### src/rtl/rcocc_pkg.sv
// Purpose: shared constants and types for the rc oscillator ratio counter control
// Assumes: one system clock domain; oscillator clock arrives as a plain input
// Notes: counters are loaded and read over plain ports
`default_nettype none
package rcocc_pkg;
    localparam int DEC_DIGITS = 5;
    localparam int DEC_WIDTH = 4 * DEC_DIGITS;
    localparam int BIN_WIDTH = 14;
    localparam int MODE_WIDTH = 4;
    localparam logic [3:0] DEC_TOP_DIGIT_MAX = 4'h7;
    localparam logic [3:0] DEC_DIGIT_MAX = 4'h9;
    localparam logic [BIN_WIDTH-1:0] BIN_MAX = 14'h3FFF;
    localparam logic [MODE_WIDTH-1:0] OSC_MODE_OFF = 4'h0;
    localparam logic [MODE_WIDTH-1:0] OSC_MODE_LAST = 4'h6;
    localparam int CTRL_ENABLE_BIT = 0;
    localparam int CTRL_REFSEL_BIT = 1;
    localparam logic [1:0] CTRL_RESET = 2'h0;

    typedef enum logic [1:0] {
        RCOCC_IDLE = 2'b00,
        RCOCC_ARM = 2'b01,
        RCOCC_COUNT = 2'b10
    } rcocc_state_type;

    typedef struct packed {
        logic [DEC_WIDTH-1:0] decadeValue;
        logic [BIN_WIDTH-1:0] binaryValue;
    } rcocc_counts_type;
endpackage
`default_nettype wire

### src/rtl/rcocc_ctrl.sv
// Purpose: gate-and-count control of an rc oscillation converter
// Assumes: ref_clk 100 MHz; rcOscClock is asynchronous and slower than ref_clk / 4
// Notes: converterControl0 written by ctrlWrite; counters preset through load strobes
`default_nettype none
module rcocc_ctrl
    import rcocc_pkg::*;
(
    input wire logic ref_clk,
    input wire logic reset,
    input wire logic ctrlWrite,
    input wire logic [1:0] ctrlWriteData,
    input wire logic oscModeWrite,
    input wire logic [MODE_WIDTH-1:0] oscModeWriteData,
    input wire logic decadeLoad,
    input wire logic [DEC_WIDTH-1:0] decadeLoadData,
    input wire logic binaryLoad,
    input wire logic [BIN_WIDTH-1:0] binaryLoadData,
    input wire logic rcOscClock,
    output logic conversionEnable,
    output logic counterRefSelect,
    output logic countRun,
    output logic converterIrq,
    output logic [MODE_WIDTH-1:0] oscModeField,
    output logic [6:0] oscPathEnable,
    output rcocc_counts_type counts
);

    ////////////////////////////////////////////////////////////////////
    // bcd increment; carry out marks overflow past 79999
    // top digit wraps at 7, the lower digits at 9
    function automatic logic [DEC_WIDTH:0] decInc(input logic [DEC_WIDTH-1:0] v);
        logic [DEC_WIDTH-1:0] r;
        logic c;
        r = v;
        c = 1'b1;
        for (int i = 0; i < DEC_DIGITS; i++) begin
            if (c) begin
                if (r[4*i +: 4] == ((i == DEC_DIGITS - 1) ? DEC_TOP_DIGIT_MAX : DEC_DIGIT_MAX)) begin
                    r[4*i +: 4] = 4'h0;
                end else begin
                    r[4*i +: 4] = r[4*i +: 4] + 4'h1;
                    c = 1'b0;
                end
            end
        end
        return {c, r};
    endfunction

    ////////////////////////////////////////////////////////////////////
    // oscillator clock synchroniser and rising-edge detect
    // only oscSync_q reads the first stage
    logic oscMeta_q, oscSync_q, oscPrev_q;
    always_ff @(posedge ref_clk or posedge reset) begin
        if (reset) begin
            oscMeta_q <= 1'b0;
            oscSync_q <= 1'b0;
            oscPrev_q <= 1'b0;
        end else begin
            oscMeta_q <= rcOscClock;
            oscSync_q <= oscMeta_q;
            oscPrev_q <= oscSync_q;
        end
    end
    logic oscEdge;
    assign oscEdge = oscSync_q & ~oscPrev_q;

    ////////////////////////////////////////////////////////////////////
    // run signal taken on the falling system clock edge
    // half-cycle lead lets the arm state see run one edge after enable
    logic enable_q, enable_d, refSel_q, refSel_d, run_q;
    always_ff @(negedge ref_clk or posedge reset) begin
        if (reset) begin
            run_q <= 1'b0;
        end else begin
            run_q <= enable_q;
        end
    end

    ////////////////////////////////////////////////////////////////////
    // control, counters and state
    rcocc_state_type state_q, state_d;
    logic [DEC_WIDTH-1:0] dec_q, dec_d;
    logic [BIN_WIDTH-1:0] bin_q, bin_d;
    logic [MODE_WIDTH-1:0] mode_q, mode_d;
    logic irq_q, irq_d, runOut_q, runOut_d;
    logic [6:0] path_q, path_d;
    logic [DEC_WIDTH:0] decNext;
    logic decGateEnd, binGateEnd;

    ////////////////////////////////////////////////////////////////////
    // gate end: overflow of whichever counter is the time reference
    assign decNext = decInc(dec_q);
    assign decGateEnd = !refSel_q && decNext[DEC_WIDTH];
    assign binGateEnd = refSel_q && oscEdge && (bin_q == BIN_MAX);

    always_comb begin
        enable_d = enable_q;
        refSel_d = refSel_q;
        state_d = state_q;
        dec_d = dec_q;
        bin_d = bin_q;
        mode_d = mode_q;
        irq_d = 1'b0;
        if (ctrlWrite) begin
            enable_d = ctrlWriteData[CTRL_ENABLE_BIT];
            refSel_d = ctrlWriteData[CTRL_REFSEL_BIT];
        end
        if (oscModeWrite) begin
            mode_d = oscModeWriteData;
        end
        if (decadeLoad) begin
            dec_d = decadeLoadData;
        end
        if (binaryLoad) begin
            bin_d = binaryLoadData;
        end
        case (state_q)
            RCOCC_IDLE: begin
                if (enable_q) begin
                    state_d = RCOCC_ARM;
                end
            end
            RCOCC_ARM: begin
                if (!enable_q) begin
                    state_d = RCOCC_IDLE;
                end else if (run_q) begin
                    state_d = RCOCC_COUNT;
                end
            end
            RCOCC_COUNT: begin
                // software writing enable 0 aborts with no interrupt
                if (!enable_q) begin
                    state_d = RCOCC_IDLE;
                end else begin
                    dec_d = decNext[DEC_WIDTH-1:0];
                    if (oscEdge) begin
                        bin_d = bin_q + 14'h0001;
                    end
                    // evaluated after the write above, so an overflow clear wins
                    if (decGateEnd) begin
                        enable_d = 1'b0;
                        irq_d = 1'b1;
                        state_d = RCOCC_IDLE;
                    end else if (binGateEnd) begin
                        enable_d = 1'b0;
                        irq_d = 1'b1;
                        state_d = RCOCC_IDLE;
                    end
                end
            end
            default: begin
                state_d = RCOCC_IDLE;
            end
        endcase
        runOut_d = (state_d == RCOCC_COUNT);
        // modes 0, 7 and above drive no oscillator path
        path_d = 7'h00;
        if (enable_d && mode_d != OSC_MODE_OFF && mode_d <= OSC_MODE_LAST) begin
            path_d[mode_d[2:0]] = 1'b1;
        end
    end

    always_ff @(posedge ref_clk or posedge reset) begin
        if (reset) begin
            enable_q <= 1'b0;
            refSel_q <= 1'b0;
            state_q <= RCOCC_IDLE;
            dec_q <= '0;
            bin_q <= '0;
            mode_q <= OSC_MODE_OFF;
            irq_q <= 1'b0;
            runOut_q <= 1'b0;
            path_q <= 7'h00;
        end else begin
            enable_q <= enable_d;
            refSel_q <= refSel_d;
            state_q <= state_d;
            dec_q <= dec_d;
            bin_q <= bin_d;
            mode_q <= mode_d;
            irq_q <= irq_d;
            runOut_q <= runOut_d;
            path_q <= path_d;
        end
    end

    ////////////////////////////////////////////////////////////////////
    // every output comes straight from a register
    assign conversionEnable = enable_q;
    assign counterRefSelect = refSel_q;
    assign countRun = runOut_q;
    assign converterIrq = irq_q;
    assign oscModeField = mode_q;
    assign oscPathEnable = path_q;
    assign counts.decadeValue = dec_q;
    assign counts.binaryValue = bin_q;

endmodule // rcocc_ctrl
`default_nettype wire

### config.mk
export PLATFORM = sky130hd
export DESIGN_NAME = rcocc_ctrl
export DESIGN_NICKNAME = d
export VERILOG_FILES = /design/src/rtl/rcocc_pkg.sv /design/src/rtl/rcocc_ctrl.sv
export SDC_FILE = /design/constraint.sdc
export NUM_CORES = 1
export LEC_CHECK = 0
export BUFFER_PORTS_ARGS = -buffer_cell sky130_fd_sc_hd__buf_2
export CAP_MARGIN = 20
export CORE_ASPECT_RATIO = 1.25
export CORE_MARGIN = 2
export CORE_UTILIZATION = 45
export CTS_CLUSTER_SIZE = 16
export DETAILED_ROUTE_END_ITERATION = 8
export PLACE_DENSITY = 0.72
export REMOVE_ABC_BUFFERS = 1
export SYNTH_ARGS = -nofsm -noshare
export SYNTH_HDL_FRONTEND = slang
export SYNTH_SLANG_ARGS = --single-unit
### constraint.sdc
create_clock -name ref_clk -period 2 [get_ports ref_clk]
set_input_delay 0.2 -clock ref_clk [delete_from_list [all_inputs] [get_ports ref_clk]]
set_output_delay 0.2 -clock ref_clk [all_outputs]
set_load 0.02 [all_outputs]
; Yosys cells after proc, flatten, opt, wreduce, memory -nomap -nowiden
; Index checks and enable logic that the tools add are counted.
[totals]
input_bits = 47
elab_cells = 95
reg_bits = 55
output_inout_bits = 49
[op_classes]
eq_ne = 13
magnitude_cmp = 3
reduce_logical = 9
muxes = 45
add_sub_neg = 6
bitwise_logic = 2
[op_table]
columns = cell, n
row1 = 2-to-1 mux 20 bit, 3
row2 = 2-to-1 mux 14 bit, 4
row3 = 2-to-1 mux 4 bit, 10
row4 = "adder 4 x 1 -> 4 bit, second input constant", 5
row5 = 2-to-1 mux 1 bit, 19
row6 = "== test 4 bit, second input constant", 4
row7 = "adder 14 x 1 -> 14 bit, second input constant", 1
row8 = "== test 14 bit, second input constant", 1
row9 = 2-to-1 mux 2 bit, 6
row10 = "!= test 3 bit, second input constant", 4
row11 = 2-to-1 mux 7 bit, 1
row12 = logical AND 1 bit, 6
row13 = one-hot mux 2 bit (3 select lines), 1
row14 = "== test 2 bit, second input constant", 2
row15 = "== test 4 x 3 -> 1 bit, second input constant", 1
row16 = "less-or-equal comparator 4 x 3 -> 1 bit, second input constant", 1
row17 = "< comparator 3 x 4 -> 1 bit, second input constant", 1
row18 = nonzero test 4 bit, 1
row19 = demux 1 bit (select 3 bit), 1
row20 = ">= comparator 3 x 1 -> 1 bit, second input constant", 1
row21 = "== test 2 x 1 -> 1 bit, second input constant", 1
row22 = zero test 2 bit, 1
row23 = bitwise AND 1 bit, 1
row24 = zero test 1 bit, 1
row25 = inverter 1 bit, 1

; Logic depth before layout (Yosys ltp)
[logic_depth]
ltp_word = 13
depth_mapped = 6
mapped_depth_nobuf = 5

==> metrics.md <==
| Metric | Value |
|---|---|
| Maximum level of the CTS H-tree | `2` |
| Sort of element at the start of the critical path | `register` |
| Critical Path Sink Type | `register` |
| Syn. warnings | `0` |
| Number of port buffers | `95` |
| Share of final-layout standard cells stronger than drive strength 1 | `0.3201` |
| Dominant synthesized flop cell | `sky130_fd_sc_hd__dfrtp_1` |
| Combinational share of power | `0.257` |
| Total iterations of the first detailed-routing run | `5` |
| Placed standard-cell area | `3511 um2` |
| Share of total power in sequential cells | `0.516` |
| Per-instance average area after synthesis | `9.727 um2` |
| Cell at the root of the clock tree | `sky130_fd_sc_hd__clkbuf_8` |
| Area inside the core boundary | `6246 um2` |
| Static power due to leakage | `1.663 nW` |
| Clock power frac | `0.228` |
| Run status | `finished clean` |
| Die Y | `94.18 um` |
| CTS clk-pin slew, worst paths | `0.10 ns` |
| Finished Core Util | `0.5779` |
| Number of vias per cell after detailed routing | `5.768` |
| Vias in the first global route | `2593` |
| Standard-cell row count | `32` |
| Total track usage | `0.2160` |
| Setup repair after global routing missed its margin | `false` |
| Internal Dissipation | `1.744 mW` |
| Post-layout instance area | `3610 um2` |
| Actual slew at the worst max-slew pin | `0.6984 ns` |
| Postcts setup bufs | `0` |
| Pwr dens | `741.6 nW/um2` |
| Die footprint | `7171 um2` |
| Clock tree from TritonCTS | `yes` |
| Max-cap violation count | `0` |
| CP max stage cell | `sky130_fd_sc_hd__dfrtp_1` |
| Number of routed nets with antenna violations | `0` |
| Share of synthesized flip-flops with an asynchronous set or reset | `1.000` |
| Initial antenna violation count | `0` |
| Accumulated negative setup slack | `0 ns` |
| Via count | `2815` |
| Top cell family by delay on the critical path | `simple AND/OR/NAND/NOR gates` |
| Skew-Pair Late Insertion Delay | `0.31 ns` |
| Number of pins with negative max-slew slack in the final report | `0` |
| Wire length of the first global-routing pass | `12.48 mm` |
| Final net count | `451` |
| DRC | `0` |
| Slowest cell delay on critical path | `0.50 ns` |
| Weighted congestion reported at the end of routability-driven placement | `0.8891` |
| Worst-path cell chain | `and4bb_2 -> and3_1 -> a21oi_1 -> a211o_1` |
| Starting density of the core | `0.4688` |
| Clock period minus worst slack | `1.837 ns` |
| Sum of buffers and inverters on the critical path | `0` |
| Layout overhead on the synthesized area | `23.29%` |
| Max Buffers Root-to-Sink | `2` |
| Worst IR drop on VDD | `0.4627 mV` |
| Routed wire per std cell | `15.74 um` |
| Worst setup path category | `register to register` |
| Maximum fanout along the worst path | `9` |
| Maximum number of pins on one net before global-route repair | `55` |
| Ports | `96` |
| Final HPWL DP | `5.564 mm` |
| Global route overflow | `0` |
| Path category of the worst min-delay check | `input port to register` |
| Number of sinks on the clock net | `55` |
| Switching Share | `0.3484` |
| Crit path DAT | `2.04 ns` |
| Post-synthesis cell count | `301` |
| Part of the Yosys area used for sequential elements | `0.4701` |
| Sum of internal, switching and leakage power | `2.677 mW` |
| Detailed router's first-iteration violation count | `189` |
| Number of hold violations in the final report | `0` |
| Antenna cell count | `0` |
| Worst max-slew margin expressed relative to the limit | `0.5344` |
| Ratio of final minimum period to clock period | `0.9185` |
| Unique masters post-synth | `57` |
| Filler cell count | `583` |
| Die width | `76.15 um` |
| FMAX | `544.3 MHz` |
| Max Clock Skew | `0.003221 ns` |
| Synthesized area | `2928 um2` |
| Number of synthesized flops with an enable pin | `0` |
| Hold WS | `0.1034 ns` |
| Seq cells post-synth | `55` |
| Total setup violations reported at the end of the flow | `0` |
| Net switching power | `932.5 uW` |
| Worst endpoint required time | `2.20 ns` |
| Cts bufs inserted | `5` |
| Total Wirelength | `7.682 mm` |
[registers in the layout (all words and copies together) (netlist names)]
| signal | count |
|---|---|
| counterRefSelect | 1 |
| oscMeta_q | 1 |
| run_q | 1 |
| oscSync_q | 1 |
| state_q | 2 |
| converterIrq | 1 |
| conversionEnable | 1 |
| dec_q | 20 |
| oscPathEnable | 7 |
| oscPrev_q | 1 |
| oscModeField | 4 |
| bin_q | 14 |
| countRun | 1 |
[cells by family (layout without fill, tap and decap cells)]
kind of cell	after synthesis	count (layout)	share of synthesized area
muxes	12	12	0.04231
AOI/OAI and AO/OA	84	84	0.2068
DFF	55	55	0.4701
and+or+nand+nor	119	119	0.2278
buffers and inverters	28	130	0.04316
adders and majority gates	2	2	0.008546
other	1	1	0.001281
[metrics by stage]
step / instances / setup WS, ns
2_1_floorplan: 291 / -0.4419
3_3_place_gp: 479 / 0.1336
3_5_place_dp: 479 / 0.08192
4_1_cts: 488 / 0.07858
5_1_grt: 488 / 0.004185
6_report: 488 / 0.1629
[worst reg2reg max path, delay by kind of cell, from the launching register on]
kind / cells / cell delay (ns)
AND/OR/NAND/NOR: 2 / 0.78
flip-flops: 1 / 0.50
AO/OA/AOI/OAI: 2 / 0.46
[power by group through the flow]
stage	Clock [mW]	Sequential, mW	Combinational [mW]
after floorplan	0	1.50	0.301
after global placement	0	1.39	0.675
after detailed placement	0	1.40	0.683
after CTS	0.626	1.38	0.688
after global routing	0.670	1.40	0.752
final	0.609	1.38	0.687
[worst paths after layout]
check / slack, ns / cells past startpoint / start / endpoint
max in group asynchronous: 1.27 / 2 / reset / run_q
min reg2reg: 0.36 / 0 / oscMeta_q / oscSync_q
max: 0.16 / 4 / dec_q[0] / dec_q[15]
min: 0.10 / 3 / decadeLoadData[2] / dec_q[2]
max reg2reg: 0.16 / 4 / dec_q[0] / dec_q[15]
min in group asynchronous: 0.11 / 3 / reset / dec_q[12]
[area by class of cell]
type                            count  area (um2)  share of cell area
Inverter                           18       67.56             0.01872
Clock inverter                      2       12.51            0.003466
Clock buffer                        6       72.57             0.02010
Timing Repair Buffer              104       545.5              0.1511
Tap cell                           85       106.4             0.02946
Sequential cell                    55        1376              0.3813
Multi-Input combinational cell    218        1429              0.3958
[routing by layer]
metal / track usage / vias to the layer above / wire (um)
li1: - / 1345 / -
met1: 0.2914 / 1346 / 3350
met2: 0.3512 / 115 / 3750
met3: 0.03942 / 9 / 466
met4: 0.07727 / 0 / 115
met5: 0 / - / 0
[synth_stat cells (5+ instances only)]
master | n | area share
sky130_fd_sc_hd__nand2_1 | 23 | 0.029
sky130_fd_sc_hd__dfrtp_1 | 54 | 0.46
sky130_fd_sc_hd__mux2i_1 | 9 | 0.031
sky130_fd_sc_hd__nand4_1 | 7 | 0.015
sky130_fd_sc_hd__and3_1 | 5 | 0.011
sky130_fd_sc_hd__nand3_1 | 16 | 0.027
sky130_fd_sc_hd__nor2_1 | 22 | 0.028
sky130_fd_sc_hd__buf_2 | 5 | 0.0085
sky130_fd_sc_hd__o22ai_1 | 5 | 0.011
sky130_fd_sc_hd__inv_1 | 18 | 0.023
sky130_fd_sc_hd__o21ai_0 | 16 | 0.027
sky130_fd_sc_hd__a21oi_1 | 20 | 0.034
sky130_fd_sc_hd__nor3_1 | 13 | 0.022
sky130_fd_sc_hd__a211oi_1 | 7 | 0.018
[placed cells by master, fill, tap and decap left out, types with 2 or more instances in the layout]
cell / synthesis / routed
sky130_fd_sc_hd__or4_1: 3 / 3
sky130_fd_sc_hd__o21a_1: 2 / 2
sky130_fd_sc_hd__o311a_1: 2 / 2
sky130_fd_sc_hd__o22ai_1: 5 / 5
sky130_fd_sc_hd__o32a_1: 3 / 3
sky130_fd_sc_hd__mux2_2: 3 / 3
sky130_fd_sc_hd__dfrtp_1: 54 / 54
sky130_fd_sc_hd__nand2_1: 23 / 22
sky130_fd_sc_hd__a211oi_1: 7 / 7
sky130_fd_sc_hd__a311oi_1: 2 / 2
sky130_fd_sc_hd__a221oi_1: 2 / 2
sky130_fd_sc_hd__buf_4: 0 / 8
sky130_fd_sc_hd__nand4_1: 7 / 7
sky130_fd_sc_hd__nand3b_1: 2 / 2
sky130_fd_sc_hd__a21oi_1: 20 / 20
sky130_fd_sc_hd__nand2b_1: 3 / 3
sky130_fd_sc_hd__and2_1: 2 / 2
sky130_fd_sc_hd__o32ai_1: 3 / 3
sky130_fd_sc_hd__nor2b_1: 4 / 4
sky130_fd_sc_hd__or3_1: 2 / 2
sky130_fd_sc_hd__and4_1: 3 / 3
sky130_fd_sc_hd__buf_2: 5 / 95
sky130_fd_sc_hd__o221a_2: 4 / 4
sky130_fd_sc_hd__and4bb_2: 4 / 5
sky130_fd_sc_hd__o311ai_0: 4 / 4
sky130_fd_sc_hd__clkbuf_8: 0 / 5
sky130_fd_sc_hd__nor2_1: 22 / 22
sky130_fd_sc_hd__o21ai_0: 16 / 15
sky130_fd_sc_hd__nor4_1: 2 / 2
sky130_fd_sc_hd__inv_1: 18 / 17
sky130_fd_sc_hd__o211ai_1: 3 / 3
sky130_fd_sc_hd__ha_1: 2 / 2
sky130_fd_sc_hd__nor3_1: 13 / 13
sky130_fd_sc_hd__mux2i_1: 9 / 9
sky130_fd_sc_hd__o21bai_1: 2 / 2
sky130_fd_sc_hd__nand3_1: 16 / 16
sky130_fd_sc_hd__and3_1: 5 / 5
[what timing repair did]
action	4_1_cts	5_1_grt
gates resized for setup	0	4
hold buffers	1	0
hold endpoints to repair	1	0
setup endpoints to repair	0	17
Power figures use the tool's default switching activity.
